`src/vcoc_pkg.sv`:
```
// Constants for the channel one resource control register
package vcoc_pkg;
   localparam logic [11:0] CTRL_OFFSET = 12'h120;
   localparam int ON_BIT = 31;
   localparam int ID_HI = 26;
   localparam int ID_LO = 24;
   localparam int MAP_HI = 7;
   localparam int MAP_LO = 1;
   localparam int ZERO_BIT = 0;
   localparam logic ON_RESET = 1'h0;
   localparam logic [2:0] ID_RESET = 3'h1;
   localparam logic [6:0] MAP_RESET = 7'h00;
endpackage

```
`src/vcoc_ctrl.sv`:
```
// Channel one resource control register bank
// How it works
// - Bit 31 is a read/write channel enable that resets to 0.
// - Bits 26:24 hold a read/write channel identifier that resets to 001.
// - Identifier writes are ignored while the channel is enabled.
// - Bits 7:1 are a read/write traffic class map that resets to zero.
// - Any number of map bits may be set at once, each mapping its class.
// - Bit 0 always reads zero since class zero never maps to this channel.
//
// The register offsets and the strobed register port were chosen for this implementation.
`timescale 1ns/1ns
`default_nettype none
module vcoc_ctrl
(
   // Clock and reset
   input wire logic clock,
   input wire logic rst,
   // Register port
   input wire logic [11:0] addr,
   input wire logic [31:0] wdata,
   input wire logic wr,
   input wire logic rd,
   output logic [31:0] rdata,
   // Channel state toward the link logic
   output logic channel_one_on,
   output logic [2:0] channel_one_identifier,
   output logic [7:0] class_to_channel_one_map
);
   // Stored fields and their next values
   logic on_q;
   logic on_d;
   logic [2:0] id_q;
   logic [2:0] id_d;
   logic [6:0] map_q;
   wire [6:0] map_d;
   // Read word and its next value
   logic [31:0] rdata_q;
   logic [31:0] rdata_d;

   // Address decode, only the one control word is mapped
   wire hit = (addr == vcoc_pkg::CTRL_OFFSET);
   wire wr_hit = wr && hit;
   wire rd_hit = rd && hit;
   // Old enable gates the id, so a write that turns the channel on still takes its id
   wire id_wr_ok = wr_hit && !on_q;

   // Write data split into fields; reserved bits never reach a flop
   wire on_wdata = wdata[vcoc_pkg::ON_BIT];
   wire [2:0] id_wdata = wdata[vcoc_pkg::ID_HI:vcoc_pkg::ID_LO];
   wire [6:0] map_wdata = wdata[vcoc_pkg::MAP_HI:vcoc_pkg::MAP_LO];

   // Next enable and identifier; a zero id is stored as written, only software keeps it non-zero
   assign on_d = wr_hit ? on_wdata : on_q;
   assign id_d = id_wr_ok ? id_wdata : id_q;

   // Map next value, one slice per traffic class, so any mix of classes can be mapped
   generate
      for (genvar n = 0; n <= vcoc_pkg::MAP_HI - vcoc_pkg::MAP_LO; n++)
      begin : g_map
         assign map_d[n] = wr_hit ? map_wdata[n] : map_q[n];
         // Each class bit follows its own written bit
         a_map_bit: assert property (@(posedge clock) disable iff (rst)
            wr_hit |=> map_q[n] == $past(map_wdata[n]))
            else $error("class map bit did not take written value");
      end
   endgenerate

   // Register image; reserved bits and class zero are tied low
   wire [31:0] image = {on_q, 4'h0, id_q, 16'h0000, map_q, 1'h0};
   // Read word stands one cycle, zero otherwise so no stale word lingers on the port
   assign rdata_d = rd_hit ? image : 32'h00000000;

   // Enable flop; the far end model copies it one cycle later,
   // nothing here waits for the link
   always_ff @(posedge clock or posedge rst)
   begin
      if (rst)
      begin
         on_q <= vcoc_pkg::ON_RESET;
      end
      else
      begin
         on_q <= on_d;
      end
   end

   // Identifier flop
   always_ff @(posedge clock or posedge rst)
   begin
      if (rst)
      begin
         id_q <= vcoc_pkg::ID_RESET;
      end
      else
      begin
         id_q <= id_d;
      end
   end

   // Map flop
   always_ff @(posedge clock or posedge rst)
   begin
      if (rst)
      begin
         map_q <= vcoc_pkg::MAP_RESET;
      end
      else
      begin
         map_q <= map_d;
      end
   end

   // Read data flop; cleared in every cycle without a read
   // so a word stays on the port only while its read repeats
   always_ff @(posedge clock or posedge rst)
   begin
      if (rst)
      begin
         rdata_q <= 32'h00000000;
      end
      else
      begin
         rdata_q <= rdata_d;
      end
   end

   // Outputs straight from the flops
   assign rdata = rdata_q;
   assign channel_one_on = on_q;
   assign channel_one_identifier = id_q;
   assign class_to_channel_one_map = {map_q, 1'h0};

   // Identifier frozen while enabled
   a_id_frozen: assert property (@(posedge clock) disable iff (rst)
      $past(on_q) |-> $stable(id_q))
      else $error("identifier changed while enabled");

   // Enable follows written bit
   a_on_write: assert property (@(posedge clock) disable iff (rst)
      wr_hit |=> on_q == $past(wdata[vcoc_pkg::ON_BIT]))
      else $error("enable did not take written value");

   // Map follows written bits
   a_map_write: assert property (@(posedge clock) disable iff (rst)
      wr_hit |=> map_q == $past(wdata[vcoc_pkg::MAP_HI:vcoc_pkg::MAP_LO]))
      else $error("map did not take written value");

   // Identifier takes write when disabled
   a_id_write: assert property (@(posedge clock) disable iff (rst)
      (wr_hit && !on_q) |=> id_q == $past(wdata[vcoc_pkg::ID_HI:vcoc_pkg::ID_LO]))
      else $error("identifier write lost");

   // Write that enables still takes its identifier
   a_enable_id_take: assert property (@(posedge clock) disable iff (rst)
      (wr_hit && !on_q && wdata[vcoc_pkg::ON_BIT]) |=> on_q && (id_q == $past(id_wdata)))
      else $error("enabling write lost identifier");

   // Identifier write ignored while enabled
   a_id_on_write: assert property (@(posedge clock) disable iff (rst)
      (wr_hit && on_q) |=> id_q == $past(id_q))
      else $error("identifier taken while enabled");

   // Reserved bits and bit zero read zero
   a_rsvd_zero: assert property (@(posedge clock) disable iff (rst)
      (rdata[30:27] == 4'h0) && (rdata[23:8] == 16'h0000) && !rdata[0])
      else $error("reserved bit read non-zero");

   // Class zero bit of the read word stays low
   a_zero_bit: assert property (@(posedge clock) disable iff (rst)
      !rdata[vcoc_pkg::ZERO_BIT])
      else $error("class zero bit read high");

   // Class zero never mapped
   a_class_zero: assert property (@(posedge clock) disable iff (rst)
      !class_to_channel_one_map[0])
      else $error("class zero mapped to channel one");

   // Read returns register image one cycle later
   a_read_data: assert property (@(posedge clock) disable iff (rst)
      rd_hit |=> rdata == {$past(on_q), 4'h0, $past(id_q), 16'h0000, $past(map_q), 1'h0})
      else $error("read data mismatch");

   // Read word carries the enable
   a_read_on: assert property (@(posedge clock) disable iff (rst)
      rd_hit |=> rdata[vcoc_pkg::ON_BIT] == $past(on_q))
      else $error("read enable bit mismatch");

   // Read word carries the identifier
   a_read_id: assert property (@(posedge clock) disable iff (rst)
      rd_hit |=> rdata[vcoc_pkg::ID_HI:vcoc_pkg::ID_LO] == $past(id_q))
      else $error("read identifier mismatch");

   // Read word carries the whole map
   a_read_map: assert property (@(posedge clock) disable iff (rst)
      rd_hit |=> rdata[vcoc_pkg::MAP_HI:vcoc_pkg::MAP_LO] == $past(map_q))
      else $error("read map mismatch");

   // Read port idles at zero, unmapped reads included
   a_rdata_idle: assert property (@(posedge clock) disable iff (rst)
      !rd_hit |=> rdata == 32'h00000000)
      else $error("read port not zero outside a read");

   // Writes to other addresses leave the state alone
   a_foreign_write: assert property (@(posedge clock) disable iff (rst)
      (wr && !hit) |=> $stable(on_q) && $stable(id_q) && $stable(map_q))
      else $error("state changed by a foreign write");

   // No write keeps all state
   a_hold_state: assert property (@(posedge clock) disable iff (rst)
      !wr_hit |=> $stable(on_q) && $stable(map_q) && $stable(id_q))
      else $error("state changed without a write");

   // State leaves reset at its reset values
   a_reset_state: assert property (@(posedge clock)
      $fell(rst) |-> (on_q == vcoc_pkg::ON_RESET) && (id_q == vcoc_pkg::ID_RESET)
         && (map_q == vcoc_pkg::MAP_RESET))
      else $error("state not at reset values after reset");
endmodule
`default_nettype wire

```
`config.mk`:
```
export PLATFORM = sky130hd
export DESIGN_NAME = vcoc_ctrl
export DESIGN_NICKNAME = d
export VERILOG_FILES = /design/src/vcoc_pkg.sv /design/src/vcoc_ctrl.sv
export SDC_FILE = /design/constraint.sdc
export NUM_CORES = 1
export LEC_CHECK = 0
export ABC_AREA = 1
export BUFFER_PORTS_ARGS = -buffer_cell sky130_fd_sc_hd__buf_2
export CAP_MARGIN = 20
export CORE_MARGIN = 2
export CORE_UTILIZATION = 29
export CTS_CLUSTER_DIAMETER = 50
export CTS_CLUSTER_SIZE = 24
export DETAILED_ROUTE_END_ITERATION = 8
export MAX_ROUTING_LAYER = met4
export PLACE_DENSITY = 0.62
export SLEW_MARGIN = 20
export SYNTH_ARGS = -nofsm -noshare
export SYNTH_HDL_FRONTEND = slang
export SYNTH_SLANG_ARGS = --single-unit
```
`constraint.sdc`:
```
create_clock -name clock -period 0.9 [get_ports clock]
set_clock_uncertainty 0.1 [all_clocks]
set_input_delay 0.18 -clock clock [delete_from_list [all_inputs] [get_ports clock]]
set_output_delay 0.18 -clock clock [all_outputs]
set_load 0.02 [all_outputs]
```
# After elaboration in Yosys (flattened, before gate mapping)
# Cells that the tools add are included.
totals:
  reg_bits: 43
  input_bits: 48
op_classes:
  reduce_logical: 4
  n_eq_ne: 1
  mux: 1
op_table:
  columns: ["op", "count"]
  rows:
  - ["$mux 32", 1]
  - ["$eq 12x9->1 const B", 1]
  - ["$logic_and 1x1->1", 3]
  - ["$logic_not 1->1", 1]

# Logic depth before layout (Yosys ltp)
# Gate-level depths: netlist (run 1).
depth:
  word_depth: 3
  depth_mapped: 8
  ltp_nobuf: 7

# Worst setup path before layout (run 1)
# OpenSTA, ideal clock, no wires.
synth_path:
  path_type: "register to register"
  from: "register on_q (netlist: channel_one_on)"
  to: "register id_q[2] (netlist: channel_one_identifier[2])"
  path_stages_with_launch: 5
  path_slack_ps: -154
  t_arrival_ps: 836
  setup_time_ps: 118
  path_cell_list: "dfrtp_1 inv_1 nand4_1 nand2_1 nand2_1"
synth_via:
  elab_chain_len: 2
synth_lines:
  columns: ["element", "line", "source"]
  rows:
  - ["start: declaration", "vcoc_ctrl.sv:30", "logic on_q;"]
  - ["start signal: assignment", "vcoc_ctrl.sv:79", "on_q <= vcoc_pkg::ON_RESET;"]
  - ["start signal: assignment", "vcoc_ctrl.sv:83", "on_q <= on_d;"]
  - ["$logic_not 1->1", "vcoc_ctrl.sv:45", "wire id_wr_ok = wr_hit && !on_q;"]
  - ["$logic_and 1x1->1", "vcoc_ctrl.sv:45", null]
  - ["end signal: assignment", "vcoc_ctrl.sv:92", "id_q <= vcoc_pkg::ID_RESET;"]
  - ["end signal: assignment", "vcoc_ctrl.sv:96", "id_q <= id_d;"]
  - ["end: declaration", "vcoc_ctrl.sv:32", "logic [2:0] id_q;"]
# Every way passes these cells.
# A chain may end at the register's enable or synchronous reset.

# Worst setup path after layout (run 1)
layout_path:
  from: "register id_q[0] (netlist: channel_one_identifier[0])"
  to: "output channel_one_identifier[0]"
layout_rtl:
  columns: ["element", "line", "source"]
  rows:
  - ["end: declaration", "vcoc_ctrl.sv:26", "output logic [2:0] channel_one_identifier,"]
# No word-level cell between the ends.

==> results list, run 1 <==
- In this run the mean area of a mapped cell was 8.581 sq um.
- For the worst-skew pair, the clock arrives at the later sink with an insertion delay of 260 ps.
- Core Box Area: 3744 sq um
- Wire length of the first global-routing pass: 3843 microns
* Number of detailed-routing iterations run before antenna repair: 2
- Final routed DRC violation total: 0
- Y dimension of the die: 66.97 microns
* Cell area after technology mapping: 1150 sq um
- CTS Buf Count: 3
- Category of cells accounting for the largest share of critical-path delay: flip-flops
- The die covers 4485 sq um.
- Peak fanout along the critical path: 2
- Setup repair after global routing could not meet its margin everywhere.
- Layout cell share with drive strength beyond 1: 58.13%
* Most common cell after layout, fill and taps aside: sky130_fd_sc_hd__buf_6
* Via count of the first global-routing pass: 889
- Of the synthesized area, sequential elements account for 47.99%.
- Yosys warning count: 0
- In the post-route analysis, the smallest setup slack over all paths is -300.5 ps.
- The number of buffers and inverters on the critical path is 1.
* Static leakage: 0.9530 nW
* Worst-path cell with the longest stage delay: sky130_fd_sc_hd__dfstp_2
- For this design the ratio of total power to cell area is 1148 nW/um^2.
* H-tree level count: 1
* Signed area change from the synthesized netlist to the final layout: 66.38%
- Maximum number of pins on one net before global-route repair: 23
* Status: complete, but fails checks
- The signal on the critical path passes through buf_6.
* Data arrival, critical path: 920 ps
- Failing checks: negative setup slack
- Final setup violation count: 31
- TritonCTS built the clock tree.
- No sink is reached through more buffers than the 2 on the longest clock path.
- Overflow after GRT: 0
- Across every metal layer, demand over resource in global routing totals 11.84%.
- Number of fillers in the final layout: 352
- Placement Cell Area: 1406 sq um
- In this run, distinct cell masters in the synthesized netlist total 16.
- Summing all non-filler instances in the final layout gives an area of 1913 sq um.
- Initial antenna violation count: 0
- The number of slew-limit violations in the final report was 0.
* Hold Crit Class: input pin to register
- Via density per instance: 4.004
- Crit path required time: 620 ps
- Post-layout net count: 252
* Buffer cell driving the clock tree root: sky130_fd_sc_hd__clkbuf_8
* Fin. Hold Viols: 0
* Placed wire-length estimate: 1797 microns
- Counting I/O delays and the setup requirement, the final critical path takes 1200 ps.
- During placement, the flow inserted port buffers numbering 48.
- Drt initial violations: 15
* Portion of the clock cycle consumed by the worst path in the final layout: 133.4%
- VDD sags by at most 488.1 uV.
- GPL Wtd Cong: 0.6501
* Core Rows: 22
- Wire length per cell: 10.07 microns
* Startpoint type of the worst setup path: register
- Critical Path Max Stage Delay: 550 ps
* Vias: 1,005
- Wirelength, routed: 2528 microns
* Post-route ant nets: 0
- Counting every sink on the clock net gives 22.
- Commonest cells after routing, fill and taps aside: 33 x sky130_fd_sc_hd__buf_6, 23 x sky130_fd_sc_hd__nand2_1, 22 x sky130_fd_sc_hd__conb_1
- Based on the critical path, the design can be clocked at up to 833.0 MHz.
- Setup TNS after final layout: -4649 ps
- The critical path is of the register to output port type.
- Across the run, the number of max-cap violations was 0.
- The repair_antennas step left the layout with diodes totalling 0.
* Synthesized instance count: 134
* Sort of element at the end of the critical path: output port
- From left edge to right edge, the die measures 66.97 microns.
- Once the floorplan was initialized, standard cells occupied 30.72% of the core.
- Clock transition time at the flip-flop clock pins of the worst setup and hold paths: 80 ps
- The synthesized design contains 22 register bits.
* Count of pins on the block boundary: 92
## flip-flops by register name (all words and copies together), names as in the netlist
signal,count
channel_one_on,1
channel_one_identifier,3
map_q,7
rdata,11
## power by group
part           switching, mW  leakage (nW)  total, mW  internal, mW
logic                  0.186         0.615      0.282        0.0966
registers            0.00168         0.302      0.992         0.990
clock network          0.327        0.0357      0.922         0.594
## Yosys cell counts
| library cell | instances | share of area, % |
|---|---|---|
| sky130_fd_sc_hd__nor2_4 | 3 | 2.9 |
| sky130_fd_sc_hd__dfstp_2 | 1 | 2.3 |
| sky130_fd_sc_hd__nand2_2 | 1 | 0.54 |
| sky130_fd_sc_hd__nand2_1 | 30 | 9.8 |
| sky130_fd_sc_hd__nor2_1 | 8 | 2.6 |
| sky130_fd_sc_hd__clkbuf_1 | 1 | 0.33 |
| sky130_fd_sc_hd__dfrtp_1 | 21 | 46 |
| sky130_fd_sc_hd__buf_4 | 22 | 14 |
| sky130_fd_sc_hd__inv_1 | 18 | 5.9 |
| sky130_fd_sc_hd__nor2_2 | 9 | 4.9 |
| sky130_fd_sc_hd__nand3_1 | 8 | 3.5 |
| sky130_fd_sc_hd__buf_6 | 2 | 2.0 |
| sky130_fd_sc_hd__nand4_1 | 4 | 2.2 |
| sky130_fd_sc_hd__inv_2 | 3 | 0.98 |
| sky130_fd_sc_hd__nand3_2 | 2 | 1.7 |
| sky130_fd_sc_hd__conb_1 | 1 | 0.33 |
## worst paths after layout
| kind | startpoint | endpoint | slack (ps) | cells after the start |
|---|---|---|---|---|
| max in group asynchronous | rst | channel_one_identifier[0] | 110 | 4 |
| worst max-delay path | channel_one_identifier[0] | channel_one_identifier[0] | -300 | 1 |
| worst min-delay path | wdata[1] | map_q[0] | 40 | 3 |
| min in group asynchronous | rst | map_q[4] | 370 | 4 |
| worst min register to register | map_q[0] | map_q[0] | 430 | 2 |
| worst max register to register | channel_one_on | channel_one_identifier[1] | -190 | 5 |
## cell families (layout without fill, tap and decap cells)
group / after synthesis / after routing / synth area share (%)
simple gates: 65 / 66 / 28.18
buf+inv: 46 / 93 / 23.50
flops: 22 / 22 / 47.99
other cells: 1 / 22 / 0.3261
## final cells by class
cell class | instances | area, sq um | area share, %
Clock buffer | 3 | 41.29 | 2.158
Clock inverter | 1 | 30.03 | 1.570
Multi-Input combinational cell | 88 | 538.0 | 28.12
Sequential cell | 22 | 553.0 | 28.91
Timing Repair Buffer | 68 | 609.3 | 31.85
Tap cell | 48 | 60.06 | 3.139
Inverter | 21 | 81.33 | 4.251
## layer usage
metal | up-vias | track usage [%] | wire length, microns
met2 | 46 | 20.38 | 1287
met3 | 4 | 3.041 | 231
met4 | 0 | 4.592 | 27
li1 | 495 | - | -
met5 | - | - | 0
met1 | 460 | 13.11 | 982
## through the flow
stage / std cells / worst slack, ps / hold slack (ps) / power (mW) / utilization, %
after global routing: 251 / -324.9 / 39.86 / 2.278 / 51.10
after detailed placement: 233 / -358.5 / 112.5 / 1.239 / 37.57
after floorplan: 155 / -89.24 / 68.41 / 1.216 / -
after CTS: 247 / -309.4 / 34.84 / 2.163 / 45.82
after global placement: 233 / -336.8 / 109.3 / 1.238 / 37.57
final: 251 / -300.5 / 41.08 / 2.195 / 51.10
## repair_timing
action,4_1_cts,5_1_grt
buffers inserted,9,6
endpoints found under the setup margin,44,44
gates cloned,0,1
resized for setup,49,39
pin swaps,1,18
hold endpoints to repair,21,0
hold buffers,1,0
Note: power is estimated with default switching activity, not from simulation.
==> inputs of run 2 (changes only) <==
--- a/config.mk
+++ b/config.mk
@@ -9,12 +9,12 @@
 export BUFFER_PORTS_ARGS = -buffer_cell sky130_fd_sc_hd__buf_2
 export CAP_MARGIN = 20
 export CORE_MARGIN = 2
-export CORE_UTILIZATION = 29
+export CORE_UTILIZATION = 35
 export CTS_CLUSTER_DIAMETER = 50
 export CTS_CLUSTER_SIZE = 24
 export DETAILED_ROUTE_END_ITERATION = 8
 export MAX_ROUTING_LAYER = met4
-export PLACE_DENSITY = 0.62
+export PLACE_DENSITY = 0.73
 export SLEW_MARGIN = 20
 export SYNTH_ARGS = -nofsm -noshare
 export SYNTH_HDL_FRONTEND = slang
==> results list, run 2 (synthesized netlist as in run 1, its figures left out) <==
- Status: complete, but fails checks
- The checks that failed: negative hold slack, negative setup slack.
- The total CTS buffers was 3 (unchanged).
* Cell Chain, Critical Path: buf_6
- The width of the die was 61.32 microns (-8.4%).
* IO buf count: 48 (unchanged)
- The slack of the critical path is -363.3 ps (-62.86 ps).
- The worst hold path belongs to the class input pin to register.
* Portion of the clock cycle consumed by the worst path in the final layout: 140.4% (+7.0 points)
- The reported leakage power came to 0.9741 nW (+2.2%).
- The ratio of total power to cell area was 1091 nW/um^2 (-5.0%).
- Drt initial violations: 33 (+18)
* H-tree level count: 1 (unchanged)
* Commonest cells after routing, fill and taps aside: 34 x sky130_fd_sc_hd__buf_6, 25 x sky130_fd_sc_hd__nand2_1, 22 x sky130_fd_sc_hd__conb_1, 22 x sky130_fd_sc_hd__buf_2, 20 x sky130_fd_sc_hd__dfrtp_1
* Internal Pwr Total: 1.556 mW (-7.4%)
- The total iterations of the first detailed-routing run was 4 (+2).
* Post-layout min period: 1263 ps (+62.86 ps)
- Worst-path cell with the longest stage delay: sky130_fd_sc_hd__dfstp_2
* Via density per instance: 4.059 (+1.4%)
- Post-layout net count: 258 (+2.4%)
- The final total negative setup slack was -6092 ps (-1443 ps).
- The TritonCTS sink count is 22 (unchanged).
- The library cell used most frequently in the layout, excluding fill and tap cells, is sky130_fd_sc_hd__buf_6.
- Worst setup timing slack at the placement stage: -342.6 ps (+15.95 ps)
* Proportion of total power due to net switching: 23.89% (+0.45 points)
* Clk network pwr share: 37.2% (-4.8 points)
- Setup repair after global routing could not meet its margin everywhere.
* Maximum count of clock buffers along a single path: 2 (unchanged)
- Post-route ant nets: 0 (unchanged)
* Overflow after GRT: 0 (unchanged)
* Crit path required time: 620 ps (about the same)
- Worst Hold Margin: -4.454 ps (-45.53 ps)
- Sort of element at the end of the critical path: output port
* Worst skew pair latency: 310 ps (+50 ps)
- Die outline area: 3760 sq um (-16%)
* Core Rows: 20 (-9.1%)
* Reg2Reg Launch Point: channel_one_identifier[0]
- The via total after detailed routing was 1,027 (+2.2%).
* Placement Cell Area: 1401 sq um (-0.36%)
- The worst endpoint data arrival time is 980 ps (+60 ps).
* Relative contribution of sequential cells to total power: 48.6% (+3.4 points)
- Y dimension of the die: 61.32 microns (-8.4%)
* Kind of critical path: register to output port
- The most critical setup path has its startpoint at channel_one_identifier[0].
- Relative contribution of combinational cells to total power: 14.3% (+1.4 points)
- The initial core utilization came to 37.36% (+6.6 points).
* Via count of the first global-routing pass: 957 (+7.6%)
- The core footprint is 3078 sq um (-18%).
- Fin. Hold Viols: 1 (+1)
- The initial antenna violation count came to 0 (unchanged).
- The max-capacitance violation count is 0 (unchanged).
* Buffer cell driving the clock tree root: sky130_fd_sc_hd__clkbuf_4
- TritonCTS built the clock tree.
- Maximum number of pins on one net before global-route repair: 23 (unchanged)
* Count of pins on the block boundary: 92 (unchanged)
* HP Start: wdata[31]
- The final wirelength is 2770 microns (+9.6%).
- Wire length per cell: 10.95 microns (+8.7%)
- Highest clock rate: 791.6 MHz (-5.0%)
- Final setup violation count: 27 (-13%)
- The largest vdd supply drop came to 442.8 uV (-9.3%).
- Switching Power: 0.4883 mW (-5.1%)
- Final max-slew violation count: 0 (unchanged)
- Gr usage total: 15.13% (+3.3 points)
- The maximum cell stage delay along the critical path is 560 ps (about the same).
- The post-detailed-placement half-perimeter wirelength was 1720 microns (-4.3%).
* Clock transition time at the flip-flop clock pins of the worst setup and hold paths: 130 ps (+50 ps)
- Total power after layout: 2.044 mW (-6.9%)
* Combined buffer and inverter count along the critical path: 1 (unchanged)
* Final routed DRC violation total: 0 (unchanged)
- The worst setup path is launched from a register.
* GPL Wtd Cong: 0.7198 (+11%)
- The number of flip-flops in the largest register came to 11 (unchanged).
- Final design instance area without fill: 1874 sq um (-2.0%)
* Signed area change from the synthesized netlist to the final layout: 63.00%
* Number of inserted diodes: 0 (unchanged)
- Wire length of the first global-routing pass: 3933 microns (+2.3%)
- Category of cells accounting for the largest share of critical-path delay: flip-flops
- The maximum fanout along the worst path is 2 (unchanged).
* Layout cell share with drive strength beyond 1: 52.63% (-5.5 points)
-- run 2: changes by cell type in the layout (fill, tap and decap cells not counted), moves of 3 or more --
| cell | before | now |
|---|---|---|
| sky130_fd_sc_hd__clkbuf_4 | 0 | 3 |
| sky130_fd_sc_hd__nor2_4 | 7 | 4 |
| sky130_fd_sc_hd__nand3_2 | 9 | 4 |
| sky130_fd_sc_hd__dlygate4sd3_1 | 1 | 9 |
| sky130_fd_sc_hd__clkbuf_8 | 3 | 0 |
| sky130_fd_sc_hd__nand3_1 | 0 | 5 |
-- run 2: layer usage --
layer / vias up / track usage (%) / routed length (microns) / part of all wire [%]
met1: 469 / 15.70 / 987 / 36
met2: 49 / 26.90 / 1528 / 55
met3: 4 / 1.891 / 198 / 7.1
li1: 505 / - / - / -
met4: 0 / 9.317 / 55 / 2.0
met5: - / - / 0 / 0
-- run 2: final cells by class --
cell class                 instances  area [sq um]
fill                             249          1204
timing repair buffer              75         670.6
sequential                        22         553.0
multi-input combinational         87         461.7
inverter                          21         81.33
tap                               44         55.05
clock inverter                     1         30.03
clock buffer                       3         22.52
-- run 2: worst reg2reg max path, cell delays in order (launching register included) --
cell	delay, ps
sky130_fd_sc_hd__dfstp_2	560
sky130_fd_sc_hd__buf_4	100
sky130_fd_sc_hd__buf_6	80
sky130_fd_sc_hd__buf_6	80
sky130_fd_sc_hd__inv_1	40
sky130_fd_sc_hd__nor2_2	70
-- run 2: path summary, 6_finish.rpt --
kind	endpoint	slack, ps	cells past startpoint
min in group asynchronous	rdata[1]	310	4
max in group asynchronous	channel_one_identifier[0]	170	4
worst max-delay path	channel_one_identifier[0]	-360	1
worst min register to register	rdata[25]	460	2
worst max register to register	rdata[24]	-190	5
worst min-delay path	channel_one_on	-4	3
-- run 2: what timing repair did --
| action | in CTS | in global routing |
|---|---|---|
| endpoints found under the hold margin | 29 | 1 |
| setup buffers | 10 | 3 |
| gates resized for setup | 49 | 29 |
| endpoints found under the setup margin | 32 | 43 |
| hold buffers | 8 | 1 |
| pin swaps | 4 | 8 |
-- run 2: metrics by stage --
step | std cells | util, %
global route | 253 | 60.89
CTS | 251 | 57.36
detailed placement | 229 | 45.53
finish | 253 | 60.89
global placement | 229 | 45.53
floorplan | 155 | -
-- run 2: power groups by stage --
stage / logic (mW) / registers [mW] / clock network [mW]
after global routing: 0.321 / 0.993 / 0.785
after floorplan: 0.202 / 1.01 / 0
final: 0.292 / 0.993 / 0.760
after CTS: 0.259 / 0.992 / 0.744
after global placement: 0.224 / 1.01 / 0
after detailed placement: 0.225 / 1.01 / 0
